--- config.mk ---
export PLATFORM = sky130hd
export DESIGN_NAME = bmsi_top
export DESIGN_NICKNAME = d
export VERILOG_FILES = /design/src/hdl/bmsi_fifo.v /design/src/hdl/bmsi_top.v
export VERILOG_INCLUDE_DIRS = /design/src /design/src/hdl
export SDC_FILE = /design/constraint.sdc
export NUM_CORES = 1
export LEC_CHECK = 0
export ABC_AREA = 1
export BUFFER_PORTS_ARGS = -buffer_cell sky130_fd_sc_hd__buf_2
export CORE_MARGIN = 5
export CORE_UTILIZATION = 43
export CTS_CLUSTER_DIAMETER = 80
export DETAILED_ROUTE_END_ITERATION = 7
export SLEW_MARGIN = 10
export SYNTH_ARGS = -nofsm -noshare
export SYNTH_HDL_FRONTEND = slang
export SYNTH_SLANG_ARGS = --single-unit
--- constraint.sdc ---
create_clock -name mclk -period 9.8 [get_ports mclk]
set_clock_uncertainty 0.2 [all_clocks]
set_input_delay 1.96 -clock mclk [delete_from_list [all_inputs] [get_ports mclk]]
set_output_delay 1.96 -clock mclk [all_outputs]
set_load 0.02 [all_outputs]
--- src/hdl/bmsi_defines.vh ---
`ifndef BMSI_DEFINES_VH
`define BMSI_DEFINES_VH
`define BMSI_MODE_PLAY 2'h0
`define BMSI_MODE_SPI 2'h1
`define BMSI_MODE_MIDI 2'h2
`define BMSI_CLK_HZ 200000000
`define BMSI_SPI_HZ 3987630
`define BMSI_SPI_HALF 6'h19
`define BMSI_SIG0 8'h50
`define BMSI_SIG1 8'h26
`define BMSI_SIG2 8'h48
`define BMSI_RD_CMD 8'h03
`define BMSI_MIDI_PREFIX 8'hff
`define BMSI_RATE_MIDI 16'hac44
`define BMSI_MULT_MIDI 4'h8
`define BMSI_UART_MIDI 16'h7a12
`define BMSI_ZERO_RUN 12'h804
`define BMSI_PTR_ADC 16'hc01e
`define BMSI_WIN_ADC 16'h0800
`define BMSI_FIFO_W 8
`define BMSI_FIFO_D 8
`endif

--- src/hdl/bmsi_fifo.v ---
`timescale 1ns/1ps
module bmsi_fifo #(
  parameter W = 8,
  parameter D = 8,
  parameter AW = 3
) (
  input wire mclk,
  input wire rst,
  input wire [W-1:0] in_data,
  input wire in_valid,
  output wire in_ready,
  output wire [W-1:0] out_data,
  output wire out_valid,
  input wire out_ready
);
  reg [W-1:0] mem [0:D-1];
  reg [AW:0] wp_q;
  reg [AW:0] rp_q;
  wire full = (wp_q[AW] != rp_q[AW]) && (wp_q[AW-1:0] == rp_q[AW-1:0]);
  wire empty = wp_q == rp_q;
  assign in_ready = !full;
  assign out_valid = !empty;
  assign out_data = mem[rp_q[AW-1:0]];
  always @(posedge mclk) begin
    if (in_valid && !full) begin
      mem[wp_q[AW-1:0]] <= in_data;
    end
  end
  always @(posedge mclk or posedge rst) begin
    if (rst) begin
      wp_q <= {(AW+1){1'b0}};
      rp_q <= {(AW+1){1'b0}};
    end else begin
      if (in_valid && !full) begin
        wp_q <= wp_q + 1'b1;
      end
      if (out_ready && !empty) begin
        rp_q <= rp_q + 1'b1;
      end
    end
  end
endmodule

--- src/hdl/bmsi_top.v ---
`timescale 1ns/1ps
`include "bmsi_defines.vh"
module bmsi_top #(
  parameter ADDR24 = 1'b0
) (
  input wire mclk,
  input wire rst,
  input wire sw_reset,
  input wire boot_select_pin_a_i,
  output reg boot_select_pin_a_o,
  output reg boot_select_pin_a_oe,
  input wire boot_select_pin_b_i,
  output reg boot_select_pin_b_o,
  output reg boot_select_pin_b_oe,
  input wire general_pin_c,
  input wire general_pin_d,
  output reg data_request,
  input wire sdi_clk,
  input wire serial_data_input,
  input wire [7:0] uart_byte,
  input wire uart_valid,
  input wire decodable,
  input wire reg_wr,
  input wire reg_sel_window,
  input wire [15:0] reg_wdata,
  output reg [1:0] mode_q,
  output reg boot_done_q,
  output reg boot_fail_q,
  output reg [15:0] sample_rate_q,
  output reg [3:0] clock_mult_q,
  output reg [15:0] uart_rate_q,
  output reg [1:0] spatial_q,
  output reg [7:0] midi_byte_q,
  output reg midi_valid_q,
  output reg [7:0] stream_byte_q,
  output reg stream_valid_q,
  input wire stream_ready,
  output reg [15:0] header_data_word0,
  output reg [15:0] header_data_word1,
  output reg mute_q,
  output reg idle_q,
  output reg stream_end_q,
  output reg adc_on_q
);
  // ****************************************
  // pin synchronisers
  // ****************************************
  reg [1:0] a_s_q, b_s_q, c_s_q, d_s_q, miso_s_q, sck_s_q, sdi_s_q;
  wire fifo_in_ready;
  wire [7:0] fifo_data;
  wire fifo_valid;
  wire fifo_pop;
  always @(posedge mclk or posedge rst) begin
    if (rst) begin
      a_s_q <= 2'h0;
      b_s_q <= 2'h0;
      c_s_q <= 2'h0;
      d_s_q <= 2'h0;
      miso_s_q <= 2'h0;
      sck_s_q <= 2'h0;
      sdi_s_q <= 2'h0;
    end else begin
      a_s_q <= {a_s_q[0], boot_select_pin_a_i};
      b_s_q <= {b_s_q[0], boot_select_pin_b_i};
      c_s_q <= {c_s_q[0], general_pin_c};
      d_s_q <= {d_s_q[0], general_pin_d};
      miso_s_q <= {miso_s_q[0], general_pin_c};
      sck_s_q <= {sck_s_q[0], sdi_clk};
      sdi_s_q <= {sdi_s_q[0], serial_data_input};
    end
  end
  // ****************************************
  // boot strap sampling and mode
  // ****************************************
  // four cycles let the synchronisers fill before sampling
  reg [1:0] strap_cnt_q;
  reg strap_done_q;
  localparam S_IDLE = 3'h0, S_CMD = 3'h1, S_SIG = 3'h2, S_DONE = 3'h3;
  reg [2:0] st_q;
  reg [5:0] div_q;
  reg [5:0] bit_q;
  reg [31:0] sh_q;
  reg [23:0] sig_q;
  reg sck_q;
  always @(posedge mclk or posedge rst) begin
    if (rst) begin
      strap_cnt_q <= 2'h0;
      strap_done_q <= 1'b0;
      mode_q <= `BMSI_MODE_PLAY;
      spatial_q <= 2'h0;
      sample_rate_q <= 16'h0;
      clock_mult_q <= 4'h0;
      uart_rate_q <= 16'h0;
      boot_done_q <= 1'b0;
      boot_fail_q <= 1'b0;
      st_q <= S_IDLE;
      div_q <= 6'h0;
      bit_q <= 6'h0;
      sh_q <= 32'h0;
      sig_q <= 24'h0;
      sck_q <= 1'b0;
      boot_select_pin_a_o <= 1'b1;
      boot_select_pin_a_oe <= 1'b0;
      boot_select_pin_b_o <= 1'b0;
      boot_select_pin_b_oe <= 1'b0;
    end else begin
      if (!strap_done_q) begin
        strap_cnt_q <= strap_cnt_q + 2'h1;
        if (strap_cnt_q == 2'h3) begin
          strap_done_q <= 1'b1;
          spatial_q <= {d_s_q[1], c_s_q[1]};
          if (a_s_q[1]) begin
            mode_q <= `BMSI_MODE_SPI;
            st_q <= S_CMD;
            boot_select_pin_a_oe <= 1'b1;
            boot_select_pin_b_oe <= 1'b1;
            boot_select_pin_a_o <= 1'b0;
            sh_q <= {`BMSI_RD_CMD, 24'h0};
            bit_q <= ADDR24 ? 6'h20 : 6'h18;
          end else if (b_s_q[1]) begin
            mode_q <= `BMSI_MODE_MIDI;
            sample_rate_q <= `BMSI_RATE_MIDI;
            clock_mult_q <= `BMSI_MULT_MIDI;
            uart_rate_q <= `BMSI_UART_MIDI;
            boot_done_q <= 1'b1;
          end else begin
            mode_q <= `BMSI_MODE_PLAY;
            boot_done_q <= 1'b1;
          end
        end
      end else if (st_q == S_CMD || st_q == S_SIG) begin
        // spi master, half period from the 3987630 Hz figure
        if (div_q == `BMSI_SPI_HALF) begin
          div_q <= 6'h0;
          sck_q <= !sck_q;
          boot_select_pin_b_o <= !sck_q;
          if (sck_q) begin
            sh_q <= {sh_q[30:0], 1'b0};
            bit_q <= bit_q - 6'h1;
            if (bit_q == 6'h1) begin
              if (st_q == S_CMD) begin
                st_q <= S_SIG;
                bit_q <= 6'h18;
              end else begin
                st_q <= S_DONE;
                boot_select_pin_a_o <= 1'b1;
              end
            end
          end else if (st_q == S_SIG) begin
            sig_q <= {sig_q[22:0], miso_s_q[1]};
          end
        end else begin
          div_q <= div_q + 6'h1;
        end
      end else if (st_q == S_DONE) begin
        boot_done_q <= 1'b1;
        boot_fail_q <= sig_q != {`BMSI_SIG0, `BMSI_SIG1, `BMSI_SIG2};
        boot_select_pin_a_oe <= 1'b0;
        boot_select_pin_b_oe <= 1'b0;
        st_q <= S_IDLE;
      end
    end
  end
  always @(posedge mclk or posedge rst) begin
    if (rst) begin
      data_request <= 1'b0;
    end else if (st_q == S_CMD || st_q == S_SIG) begin
      data_request <= sh_q[31];
    end else begin
      data_request <= boot_done_q && fifo_in_ready;
    end
  end
  // ****************************************
  // serial data input deserialiser
  // ****************************************
  reg sck_d1_q;
  reg [2:0] cnt_q;
  reg [7:0] byte_q;
  reg byte_v_q;
  wire sck_rise = sck_s_q[1] && !sck_d1_q;
  always @(posedge mclk or posedge rst) begin
    if (rst) begin
      sck_d1_q <= 1'b0;
      cnt_q <= 3'h0;
      byte_q <= 8'h0;
      byte_v_q <= 1'b0;
    end else begin
      sck_d1_q <= sck_s_q[1];
      byte_v_q <= 1'b0;
      if (sck_rise && boot_done_q && mode_q != `BMSI_MODE_SPI) begin
        byte_q <= {byte_q[6:0], sdi_s_q[1]};
        cnt_q <= cnt_q + 3'h1;
        byte_v_q <= cnt_q == 3'h7;
      end
    end
  end
  bmsi_fifo #(.W(`BMSI_FIFO_W), .D(`BMSI_FIFO_D), .AW(3)) u_fifo (
    .mclk(mclk),
    .rst(rst),
    // byte_q is complete in the cycle the valid strobe stands
    .in_data(byte_q),
    .in_valid(byte_v_q),
    .in_ready(fifo_in_ready),
    .out_data(fifo_data),
    .out_valid(fifo_valid),
    .out_ready(fifo_pop)
  );
  // ****************************************
  // stream routing, midi, idle, termination
  // ****************************************
  reg prefix_q;
  reg [11:0] zrun_q;
  wire is_midi = mode_q == `BMSI_MODE_MIDI;
  assign fifo_pop = fifo_valid && (is_midi || stream_ready || !stream_valid_q);
  always @(posedge mclk or posedge rst) begin
    if (rst) begin
      prefix_q <= 1'b0;
      midi_byte_q <= 8'h0;
      midi_valid_q <= 1'b0;
      stream_byte_q <= 8'h0;
      stream_valid_q <= 1'b0;
      zrun_q <= 12'h0;
      stream_end_q <= 1'b0;
      idle_q <= 1'b1;
    end else begin
      midi_valid_q <= 1'b0;
      stream_end_q <= 1'b0;
      idle_q <= !fifo_valid && !stream_valid_q;
      if (is_midi && uart_valid) begin
        midi_byte_q <= uart_byte;
        midi_valid_q <= 1'b1;
      end else if (is_midi && fifo_pop) begin
        if (prefix_q) begin
          midi_byte_q <= fifo_data;
          midi_valid_q <= 1'b1;
          prefix_q <= 1'b0;
        end else begin
          prefix_q <= fifo_data == `BMSI_MIDI_PREFIX;
        end
      end
      if (!is_midi) begin
        if (fifo_pop) begin
          stream_byte_q <= fifo_data;
          stream_valid_q <= 1'b1;
          if (fifo_data != 8'h00) begin
            zrun_q <= 12'h0;
          end else if (zrun_q != `BMSI_ZERO_RUN) begin
            zrun_q <= zrun_q + 12'h1;
            stream_end_q <= zrun_q == `BMSI_ZERO_RUN - 12'h1;
          end
        end else if (stream_ready) begin
          stream_valid_q <= 1'b0;
        end
      end
    end
  end
  // ****************************************
  // header words, mute, converter enable
  // ****************************************
  reg ptr_hit_q;
  always @(posedge mclk or posedge rst) begin
    if (rst) begin
      header_data_word0 <= 16'h0;
      header_data_word1 <= 16'h0;
      mute_q <= 1'b1;
      ptr_hit_q <= 1'b0;
      adc_on_q <= 1'b0;
    end else if (sw_reset) begin
      adc_on_q <= 1'b0;
      ptr_hit_q <= 1'b0;
      header_data_word0 <= 16'h0;
      header_data_word1 <= 16'h0;
      mute_q <= 1'b1;
    end else begin
      if (!decodable) begin
        header_data_word0 <= 16'h0;
        header_data_word1 <= 16'h0;
        mute_q <= 1'b1;
      end else begin
        mute_q <= 1'b0;
        if (stream_valid_q && stream_ready) begin
          header_data_word0 <= {header_data_word0[7:0], stream_byte_q};
          header_data_word1 <= header_data_word1 + 16'h1;
        end
      end
      if (reg_wr && !reg_sel_window) begin
        ptr_hit_q <= reg_wdata == `BMSI_PTR_ADC;
      end else if (reg_wr && reg_sel_window) begin
        if (ptr_hit_q && reg_wdata == `BMSI_WIN_ADC) begin
          adc_on_q <= 1'b1;
        end
        ptr_hit_q <= 1'b0;
      end
    end
  end
endmodule

---- Yosys cells after proc, flatten, opt, wreduce, memory -nomap -nowiden ----
Memory sizes are Yosys's and may differ from the RTL's.
Cells that the tools add are included.
word-level totals
  flip-flop bits (word level) ............. 190
  RAM bits ................................ 64
  input bits .............................. 38
  word-level logic and storage cells ...... 222
  memories ................................ 1
memories
  name        depth  bits a word  rd ports  clocked after memory_dff  wr ports  line            text
  u_fifo.mem  8      8            1         0                         1         bmsi_fifo.v:16  reg [W-1:0] mem [0:D-1];
operators by class
  add/subtract/negate cells ............... 8
  eq/ne operators ......................... 32
  muxes and demuxes ....................... 80
  bitwise gates (word level) .............. 6
  reduce and logical (&&, ||, !) cells .... 51
operators with widths
  kind                                             count
  2-to-1 mux 32 bit                                6
  2-to-1 mux 16 bit                                6
  2-to-1 mux 6 bit                                 9
  2-to-1 mux 1 bit                                 44
  2-to-1 mux 12 bit                                2
  2-to-1 mux 3 bit                                 8
  2-to-1 mux 8 bit                                 3
  != test 24 x 23 -> 1 bit, second input constant  1
  adder 16 x 1 -> 16 bit, second input constant    1
  == test 16 x 12 -> 1 bit, second input constant  1
  == test 16 bit, second input constant            1
  nonzero test 2 bit                               8
  logical AND 1 bit                                15
  != test 2 x 1 -> 1 bit, second input constant    7
  adder 12 x 1 -> 12 bit, second input constant    1
  == test 12 bit, second input constant            1
  != test 12 bit, second input constant            1
  AND reduction 2 bit                              6
  AND reduction 3 bit                              4
  AND reduction 4 bit                              3
  AND reduction 5 bit                              2
  != test 3 bit, second input constant             3
  adder 4 x 1 -> 4 bit, second input constant      2
  == test 8 bit, second input constant             1
  24 further kinds                                 41

---- Logic depth before layout (Yosys ltp) ----
Gate-level depths: netlist of the first run.
  word-level depth ........................ 7
  depth in mapped cells ................... 15
  mapped depth without buffers ............ 12

---- Cells and area by module ----
From an unflattened synthesis of the first run, not the netlist that was laid out.
second synthesis, totals
  cells, all modules ...................... 1114
  area total of the unflattened synthesis .. 10318.6 µm²
modules (own cells, without submodules)
  module     instances  cells an instance  area each (µm²)  sequential area each (µm²)
  bmsi_top   1          846                7265.7           3832.4
  bmsi_fifo  1          268                3052.9           2122.0

---- Worst setup path before layout of the first run ----
No wires, ideal clock.
  path type ............................... input port to flip-flop
  start point ............................. input port stream_ready
  end point ............................... register header_data_word1[14]
  arrival ................................. 2989 ps
  required time ........................... 9529 ps
  setup slack ............................. 6539 ps
  stages on the path ...................... 10
  path buffers ............................ 0
  path through ............................ nand2_1 -> inv_1 -> nor2_1 -> inv_1 -> nand3_1 -> nor2_1 -> nand3_1 -> o21ai_0 -> nand2_1 -> nor2_1
between the ends
  cells in the longest elaborated chain, start to end .. 2
ends and longest elaborated chain
  element                           line            text
  start: declaration                bmsi_top.v:37   input wire stream_ready,
  logical AND 1 bit                 bmsi_top.v:281  if (stream_valid_q && stream_ready) begin
  != test 3 x 2 -> 1 bit (no line)  --
  end signal: assignment            bmsi_top.v:283  header_data_word1 <= header_data_word1 + 16'h1;
  end: declaration                  bmsi_top.v:39   output reg [15:0] header_data_word1,
No other way between the ends.
A chain may end at the register's enable or synchronous reset.

---- Worst setup path in the final report of the first run ----
Same ends and word-level chain as after synthesis.

==> metrics.csv, run 1 <==
metric;value;unit
firstDrtPassIters;5;
crit_fanout;14;
rows;56;
final-max-slew-violation-count;0;
routed_wl;20.8;mm
ys_types;41;
vias_per_cell;4.77;
wire_per_inst;13.5;um
irDropWorstVdd;0.176;mV
finalHoldViolCount;0;
clk_latency;0.50;ns
port_buffers;116;
fin_ws;6.13;ns
fmax;0.273;GHz
layout-drive-gt1-share;15.4;%
synth_top_cell_by_area;dfrtp_1;
final.setup.tns;0;ns
grt_pass1_vias;6854;
num-nets-final;1256;
grt_usage;15.4;%
critPathKind;in -> reg;
cts_setup_buffers;0;
synth_top_area_share;38.9;%
critPathSlowestCell;inv_1;
power.leakage;0.00560;uW
maxCapViolations;0;
status;complete, no violations;
place_ws;5.71;ns
vias;7331;
crit_buf_inv;4;
core_area;23400;um2
drc_errors;0;
drt-initial-drc-count;604;
dieArea;26800;um2
p_per_area;253;nW/um2
final_util;49.5;%
cts_buffers;24;
relSlewSlack;37.8;%
cpMostUsedCell;nor2_1;
seq_area;5950;um2
fin_crit_sh;37.4;%
crit_required;10.04;ns
h-tree-depth;1;
setup_viol;0;
crit_path_end_kind;flop;
rsz0062_at_grt;false;
cts_tree;built;
final_area;11600;um2
synth_seq_area_share;58.6;%
hpwlAfterDp;14.2;mm
worst_pin_slew;0.930;ns
grt_max_degree;96;
cts_resized;0;
multiInputGateArea;3220;um2
yosys-top-cells-area;dfrtp_1 39%, edfxtp_1 19%, nand2_1 9.5%, inv_1 5.5%, nand3_1 4.7%;
ant_nets;0;
cp.arrival;3.91;ns
fillers;2279;
min_path_type;reg -> reg;
path_delay_family;buffers and inverters;
path_cells;buf_2, nand2_1, inv_1, nor2_1, buf_4, inv_1, nand3_1, nor2_1, nand3_1, o21ai_0, nand2_1, nor2_1;
start_util;43.4;%
yosys_register_bits;225;
cts.root.buffer_cell;clkbuf_16;
dpl_cell_area;10800;um2
grt-ovfl-total;0;
start_kind;input port;
die_x;164;um
clk_pin_slew;0.06;ns
antenna_cells;0;
clkSinkCount;225;
fin_crit;3.67;ns
die_height;164;um
yosys_warnings;0;
cts_hold_buf;0;
synthToLayoutAreaGrowth;14.0;%
antenna_found_initial;0;
io_pins;139;
syn-mean-instance-area;9.22;um2
place_congestion;0.804;
synth_cells;1102;
cts_buffer_depth;3;
syn-cell-area;10200;um2
grt_pass1_wl;34.1;mm
critPathMaxStageDelay;0.35;ns
-- path summary, 6_finish.rpt --
kind                           startpoint               endpoint  slack (ns)  cells past startpoint
max                          stream_ready  header_data_word1[14]        6.13                     12
min                            sck_s_q[0]             sck_s_q[1]        0.15                      0
max reg2reg                u_fifo.rp_q[1]       u_fifo.mem[3][1]        6.64                      9
min reg2reg                    sck_s_q[0]             sck_s_q[1]        0.15                      0
max in group asynchronous             rst   header_data_word1[8]        6.57                      3
min in group asynchronous             rst   header_data_word0[8]        1.44                      2
-- worst reg2reg max path, stage by stage (launching register included) --
cell and delay, ns:
dfrtp_1 0.69, inv_2 0.44, nand2_1 0.09, nand4_1 0.12
nor2_1 0.06, nand2_1 0.12, nand2_1 0.08, inv_1 0.12
nand2_1 0.13, nor2_1 0.73
-- cells in the mapped netlist, drive strengths merged --
| cell | instances |
|---|---|
| clkbuf | 10 |
| nor2 | 92 |
| nand2 | 261 |
| nor4 | 9 |
| clkinv | 1 |
| nor3b | 2 |
| or2 | 1 |
| dfstp | 3 |
| o21a | 1 |
| nand3 | 98 |
| xor2 | 13 |
| a31oi | 10 |
| o22a | 1 |
| ha | 16 |
| dfrtp | 158 |
| buf | 57 |
| a21oi | 32 |
| nor3 | 17 |
| o22ai | 8 |
| o2111ai | 1 |
| edfxtp | 64 |
| inv | 156 |
| and3 | 3 |
| a211oi | 1 |
| conb | 1 |
| nand4 | 10 |
| o21ai | 70 |
| xnor2 | 3 |
| o21bai | 1 |
| mux2 | 2 |
-- final cells by class --
class | instances | area share, %
Sequential cell | 225 | 51.4
Multi-Input combinational cell | 674 | 27.8
Clock buffer | 37 | 6.60
Timing Repair Buffer | 120 | 5.27
Inverter | 157 | 5.16
Tap cell | 319 | 3.45
Clock inverter | 6 | 0.259
-- registers in the layout, indices dropped and copies added (netlist names), 3 cells and up --
register and count:
u_fifo.mem 64, sig_q 24, header_data_word0 16, header_data_word1 16, zrun_q 12, byte_q 8, midi_byte_q 8, sh_q 8
stream_byte_q 8, bit_q 6, div_q 6, u_fifo.rp_q 4, u_fifo.wp_q 4, cnt_q 3
-- layer usage --
metal / vias up / track usage, % / wire, um
met5: - / 0 / 0
met4: 0 / 3.96 / 452
met3: 28 / 3.26 / 1500
met2: 196 / 24.4 / 9160
met1: 3421 / 21.7 / 9730
li1: 3686 / - / -
-- stage by stage --
| stage | hold slack [ns] | std cells | total power, uW |
|---|---|---|---|
| 3_5_place_dp | 0.135 | 1495 | 2060 |
| 3_3_place_gp | 0.131 | 1495 | 2050 |
| 4_1_cts | 0.149 | 1538 | 2960 |
| 6_report | 0.146 | 1538 | 2930 |
| 5_1_grt | 0.159 | 1538 | 3120 |
| 2_1_floorplan | 0.131 | 1123 | 1850 |
-- cells in the final DEF (no fill, tap or decap), drive strengths merged --
cell,netlist,final
nand2,261,261
dfrtp,158,158
inv,156,156
buf,57,120
nand3,98,98
nor2,92,92
o21ai,70,70
edfxtp,64,64
clkbuf,10,37
a21oi,32,32
conb,1,22
nor3,17,17
ha,16,16
xor2,13,13
nand4,10,10
a31oi,10,10
nor4,9,9
o22ai,8,8
clkinv,1,7
and3,3,3
xnor2,3,3
dfstp,3,3
nor3b,2,2
mux2,2,2
or2,1,1
a211oi,1,1
o21a,1,1
o2111ai,1,1
o22a,1,1
o21bai,1,1
-- power by group --
part           total, uW  leakage [uW]  internal (uW)  switching, uW
combinational        743       0.00255            235            508
sequential          1300       0.00264           1140            154
clock                887      0.000403            534            354
total               2930       0.00560           1910           1020
-- kinds of logic after synthesis --
family	synth area share, %
buf+inv	10.5
mux	0.222
xor+xnor	1.38
simple gates	20.8
compound gates	6.53
fa+ha+maj	1.97
other cells	0.0369
flops	58.6
No activity file was read; power rests on OpenSTA's default activity.
==> run 2, diff against run 1 <==
==> constraint.sdc (replaced) <==
create_clock -name mclk -period 3.2 [get_ports mclk]
set_clock_uncertainty 0.2 [all_clocks]
set_input_delay 0.64 -clock mclk [delete_from_list [all_inputs] [get_ports mclk]]
set_output_delay 0.64 -clock mclk [all_outputs]
set_load 0.02 [all_outputs]
==> run 2 against run 1 <==
  * Power grew to 3.2 times the previous value
  * Combinational power grew to 3.2 times the previous value
  * Hold slack worse by 0.12 ns
  * Cell count is 1.2% higher
  * Design area is 2.5% higher
  * Worst setup slack worse by 5.4 ns
  * Sequential power grew to 3.0 times the previous value
  * First-iteration DRC count is 10% lower
  * Via count is 0.61% higher
  * Routed wire length is 1.4% higher
  * Core utilization is 1.2 points higher
  * Largest cell class unchanged
  * Largest power group unchanged
==> metrics.csv, run 2 (synthesis gave the netlist of run 1 again) <==
metric;value;unit;change
cts_hold_buf;0;;unchanged
cts_tree;built;;
switching_power;3220;uW;+220%
cts_setup_buffers;0;;unchanged
die_height;164;um;unchanged
setup_viol;0;;unchanged
grt_pass1_vias;6864;;+0.15%
critPathSlowestCell;dfrtp_1;;
largest_register_ffs;64;;unchanged
whs;0.0298;ns;-0.116 ns
clkSinkCount;225;;unchanged
internal-power;6240;uW;+230%
antenna_found_initial;0;;unchanged
irDropWorstVdd;0.435;mV;+150%
layout_commonest_cell;nand2_1;;
grt-ovfl-total;0;;unchanged
antenna_cells;0;;unchanged
drc_errors;0;;unchanged
final.setup.tns;0;ns;unchanged
p_clk_share;33.6;%;+3.3 points
start_util;43.4;%;unchanged
combPwrFrac;25.0;%;-0.4 points
cts.root.buffer_cell;clkbuf_16;;
grt_pass1_wl;34.6;mm;+1.4%
r2r_slack;0.71;ns;-5.93 ns
wire_per_inst;13.6;um;+0.17%
p_per_area;797;nW/um2;+220%
power;9450;uW;+220%
rows;56;;unchanged
status;complete, no violations;;
grt_usage;15.5;%;+0.14 points
firstDrtPassIters;5;;unchanged
vias_per_cell;4.74;;-0.61%
min_path_type;in -> reg;;
start_kind;flop;;
io_pins;139;;unchanged
swShare;34.0;%;-0.68 points
rsz0062_at_grt;false;;
cp.arrival;2.69;ns;-1.22 ns
fin_crit;2.49;ns;
power.leakage;0.00574;uW;+2.6%
port_buffers;116;;unchanged
path_depth;10;;-2
fmax;0.401;GHz;
crit_required;3.39;ns;-6.65 ns
drt-initial-drc-count;541;;-10%
reg2reg_depth;10;;+1
h-tree-depth;1;;unchanged
clk_latency;0.52;ns;+0.02 ns
crit_fanout;33;;+19
routed_wl;21.1;mm;+1.4%
final_area;11900;um2;+2.5%
path_cells;inv_4, nand2_1, nand4_1, nor2_1, nand2_1, nand2_1, nor2_4, inv_1, nand2_1, o21ai_0;;
synthToLayoutAreaGrowth;16.8;%;
mostFrequentLayoutCells;258 x nand2_1, 158 x dfrtp_1, 148 x inv_1;;
final-max-slew-violation-count;0;;unchanged
cpMostUsedCell;nand2_1;;
layout-drive-gt1-share;16.9;%;+1.5 points
maxCapViolations;0;;unchanged
relSlewSlack;56.8;%;+19 points
cts_resized;0;;unchanged
vias;7376;;+0.61%
clk_pin_slew;0.06;ns;about the same
final_util;50.7;%;+1.2 points
crit_path_end_kind;flop;;
critPathMaxStageDelay;0.42;ns;+0.07 ns
cts_buffers;26;;+8.3%
hpwlAfterDp;14.5;mm;+2.3%
worst_pin_slew;0.645;ns;-0.285 ns
dpl_cell_area;10900;um2;+1.2%
place_congestion;0.802;;-0.25%
path_delay_family;simple AND/OR/NAND/NOR gates;;
hold_path_depth;1;;+1
grt_max_degree;82;;-15%
num-nets-final;1272;;+1.3%
fin_crit_sh;77.9;%;
critPathKind;reg -> reg;;
core_area;23400;um2;unchanged
finalHoldViolCount;0;;unchanged
seqPwrFrac;41.5;%;-2.8 points
crit_buf_inv;2;;-2
ant_nets;0;;unchanged
die_x;164;um;unchanged
cts_buffer_depth;3;;unchanged
dieArea;26800;um2;unchanged
==> run 2: cell count changes in the layout (fill, tap and decap cells not counted), sizes merged <==
cell,change
bufinv,+3
buf,+14
clkinv,+1
inv,+3
clkinvlp,+2
clkbuf,-4
==> run 2: routing by layer <==
metal	vias up	GRT usage (%)	share of wire [%]
li1	3726	-	-
met1	3412	22.7	48
met2	205	23.9	44
met3	33	3.14	6.7
met4	0	3.77	1.8
met5	-	0	0
==> run 2: layout make-up <==
class | instances | area, um2
Multi-Input combinational cell | 674 | 3220
Clock buffer | 33 | 781
Fill cell | 2225 | 11500
Tap cell | 319 | 399
Timing Repair Buffer | 134 | 741
Inverter | 157 | 596
Clock inverter | 15 | 171
Sequential cell | 225 | 5950
==> run 2: power groups by stage <==
stage	combinational, uW	clock, uW	sequential, uW
finish	2360	3170	3920
floorplan	1640	0	4020
CTS	2380	3260	3930
global placement	2340	0	3970
global route	2680	3390	4000
detailed placement	2370	0	3980
==> run 2: worst paths after layout <==
check	start	end
min	general_pin_c	miso_s_q[0]
min in group asynchronous	rst	sig_q[17]
max	u_fifo.rp_q[0]	stream_byte_q[7]
max reg2reg	u_fifo.rp_q[0]	stream_byte_q[7]
max in group asynchronous	rst	mute_q
min reg2reg	b_s_q[0]	b_s_q[1]
==> run 2: metrics by stage <==
stage	worst slack (ns)	std cells
2_1_floorplan	0.320	1123
3_3_place_gp	0.692	1509
3_5_place_dp	0.731	1509
4_1_cts	0.718	1557
5_1_grt	0.453	1557
6_report	0.706	1557
==> run 3, diff against run 2 <==
--- a/config.mk
+++ b/config.mk
@@ -6,7 +6,7 @@
 export SDC_FILE = /design/constraint.sdc
 export NUM_CORES = 1
 export LEC_CHECK = 0
-export ABC_AREA = 1
+export ABC_AREA = 0
 export BUFFER_PORTS_ARGS = -buffer_cell sky130_fd_sc_hd__buf_2
 export CORE_MARGIN = 5
 export CORE_UTILIZATION = 43
==> constraint.sdc (replaced) <==
create_clock -name mclk -period 2.5 [get_ports mclk]
set_clock_uncertainty 0.2 [all_clocks]
set_input_delay 0.5 -clock mclk [delete_from_list [all_inputs] [get_ports mclk]]
set_output_delay 0.5 -clock mclk [all_outputs]
set_load 0.02 [all_outputs]
==> run 3 against run 2 <==
  * Cell count fell by 19%
  * First-iteration DRC count shrank 20%
  * Design area decreased by 0.26%
  * Worst setup slack got worse by 0.63 ns
  * Core utilization up 1.7 points
  * Sequential share of layout area up 0.14 points
  * Synthesized cell count decreased by 27%
  * Power is 12% higher
  * Flip-flop and latch count stayed put
  * Sequential power is 15% higher
  * Maximum frequency up 3.1%
  * Area after synthesis decreased by 3.2%
==> metrics.csv, run 3 <==
metric;value;unit;change
synth-edff-count;64;;unchanged
cp.arrival;2.61;ns;-0.08 ns
final_util;52.4;%;+1.7 points
path_depth;7;;-3
endpoint;prefix_q;;
clk_pin_slew;0.06;ns;about the same
cts.root.buffer_cell;clkbuf_16;;
critPathSlowestCell;or4_1;;
layout-drive-gt1-share;30.0;%;+13 points
worst_pin_slew;0.819;ns;+0.174 ns
cts_buffer_depth;3;;unchanged
synth_seq_area_share;60.5;%;+1.9 points
synth_cells;799;;-27%
antenna_cells;0;;unchanged
fmax;0.413;GHz;+3.1%
clk_latency;0.51;ns;about the same
grt_max_degree;91;;+11%
power.leakage;0.00522;uW;-9.2%
io_pins;139;;unchanged
ant_nets;0;;unchanged
yosys-top-cells-area;dfrtp_1 40%, edfxtp_1 20%, nand2_1 4.3%, mux2_2 3.8%, mux4_2 3.2%;;
synth_common_cells;158 x dfrtp_1, 112 x nand2_1, 64 x edfxtp_1;;
finalHoldViolCount;0;;unchanged
antenna_found_initial;0;;unchanged
reg2reg_to;prefix_q;;
layout_commonest_cell;dfrtp_1;;
synthFlopType;dfrtp_1;;
min_path_type;in -> reg;;
wire_per_inst;15.9;um;+17%
final_area;11800;um2;-0.26%
fin_crit;2.42;ns;-0.0740 ns
cts_buffers;25;;-3.8%
synthToLayoutAreaGrowth;20.3;%;
crit_start;u_fifo.rp_q[0];;
yosysMostFrequentCell;dfrtp_1;;
dieArea;26000;um2;-3.0%
critPathMaxStageDelay;0.50;ns;+0.08 ns
synth_top_cell_by_area;dfrtp_1;;
p_per_area;893;nW/um2;+12%
place_ws;-0.0289;ns;-0.760 ns
drc_errors;0;;unchanged
vias_per_cell;5.09;;+7.5%
maxCapViolations;0;;unchanged
routed_wl;20.0;mm;-5.5%
r2r_start;u_fifo.rp_q[0];;
crit_required;2.69;ns;-0.70 ns
relSlewSlack;45.2;%;-12 points
largest_register_ffs;64;;unchanged
swShare;29.1;%;-4.9 points
grt_usage;15.2;%;-0.33 points
crit_fanout;8;;-76%
irDropWorstVdd;0.425;mV;-2.4%
crit_buf_inv;3;;+1
start_kind;flop;;
core_area;22600;um2;-3.6%
whs;0.0669;ns;+0.0370 ns
h-tree-depth;1;;unchanged
dpl_cell_area;10800;um2;-0.94%
combPwrFrac;24.4;%;-0.6 points
setup_viol;0;;unchanged
crit_path_end_kind;flop;;
drt-initial-drc-count;433;;-20%
critPathKind;reg -> reg;;
hpwlAfterDp;13.6;mm;-6.2%
die_height;161;um;-1.5%
async_flop_share;71.6;%;unchanged
yosys_register_bits;225;;unchanged
die_x;161;um;-1.5%
ys_types;69;;+68%
switching_power;3070;uW;-4.5%
syn-cell-area;9840;um2;-3.2%
vias;6399;;-13%
path_delay_family;simple AND/OR/NAND/NOR gates;;
path_cells;buf_6, clkbuf_16, mux4_2, mux2i_1, buf_4, or4_1, o41ai_1;;
p_clk_share;33.0;%;-0.6 points
final-max-slew-violation-count;0;;unchanged
clkSinkCount;225;;unchanged
firstDrtPassIters;5;;unchanged
grt_pass1_vias;6225;;-9.3%
yosys_warnings;0;;unchanged
fillers;1965;;-12%
reg2reg_depth;7;;-3
fin_ws;0.0796;ns;-0.626 ns
r2r_slack;0.08;ns;-0.63 ns
fin_crit_sh;96.8;%;+19 points
seqPwrFrac;42.6;%;+1.1 points
port_buffers;116;;unchanged
internal-power;7490;uW;+20%
grt_pass1_wl;32.9;mm;-4.9%
rows;55;;-1.8%
start_util;43.6;%;+0.18 points
num-nets-final;1010;;-21%
cts_tree;built;;
synth_top_area_share;40.2;%;+1.3 points
status;complete, no violations;;
place_congestion;0.800;;-0.27%
power;10600;uW;+12%
mostFrequentLayoutCells;157 x dfrtp_1, 116 x buf_2, 112 x nand2_1;;
syn-mean-instance-area;12.3;um2;+34%
grt-ovfl-total;0;;unchanged
-- run 3: cell types whose count changed after synthesis, sizes merged, moves of 10 or more --
cell | before | now
inv | 156 | 21
mux2 | 2 | 40
mux4 | 0 | 16
nand2 | 261 | 112
nand3 | 98 | 16
nor2 | 92 | 43
o211ai | 0 | 10
o21ai | 70 | 41
xnor2 | 3 | 17
-- run 3: what timing repair did --
item | CTS | global route
gates resized for setup | 3 | 15
hold buffers | 8 | 0
pin swaps | 0 | 3
endpoints found under the hold margin | 74 | 0
cloned | 0 | 2
buffers inserted | 0 | 9
endpoints found under the setup margin | 14 | 47
-- run 3: routing by layer --
metal	vias to the layer above	track usage (%)	wire length [um]
li1	3108	-	-
met1	3088	21.6	9010
met2	175	24.3	9450
met3	28	2.96	1210
met4	0	3.84	307
met5	-	0	0
-- run 3: power groups by stage --
stage / Clock [uW] / Sequential (uW) / Combinational (uW)
5_1_grt: 3730 / 4560 / 2840
2_1_floorplan: 0 / 4650 / 1390
3_3_place_gp: 0 / 4560 / 2260
6_report: 3490 / 4500 / 2580
3_5_place_dp: 0 / 4560 / 2300
4_1_cts: 3580 / 4500 / 2330
-- run 3: final cells by class --
type | count | area, um2 | share of cell area [%]
clock inverters | 14 | 120 | 1.02
clock buffers | 29 | 661 | 5.58
inverters | 21 | 82.6 | 0.698
repair buffers | 179 | 1180 | 9.96
flip-flops and latches | 225 | 5960 | 50.3
well taps | 285 | 357 | 3.01
multi-input cells | 504 | 3480 | 29.4
-- run 3: cell families after synthesis --
family | share of synthesized area (%)
other | 0.0381
muxes | 9.31
xor gates and xnor gates | 2.40
buffers and inverters | 5.44
adders and majority gates | 2.03
DFF | 60.5
AOI/OAI and AO/OA | 7.03
and+or+nand+nor | 13.2
-- run 3: per-stage QoR --
stage	instances	TNS (ns)
6_report	1257	0
5_1_grt	1257	-0.0180
4_1_cts	1246	0
3_5_place_dp	1195	-0.207
3_3_place_gp	1195	-0.00341
2_1_floorplan	820	-37.98
-- run 3: worst min path at each step --
stage	from	to	cells past startpoint
2_1_floorplan	a_s_q[0]	a_s_q[1]	0
3_3_place_gp	miso_s_q[0]	c_s_q[1]	0
3_5_place_dp	sdi_s_q[0]	sdi_s_q[1]	0
4_1_cts	reg_wr	ptr_hit_q	3
5_1_grt	reg_wr	ptr_hit_q	3
6_report	reg_wr	ptr_hit_q	3
-- run 3: worst register-to-register path, cell delays in order, from the launching register on --
cell and delay (ns):
dfrtp_2 0.43, buf_6 0.13, clkbuf_16 0.16, mux4_2 0.33, mux2i_1 0.09, buf_4 0.16
or4_1 0.50, o41ai_1 0.31
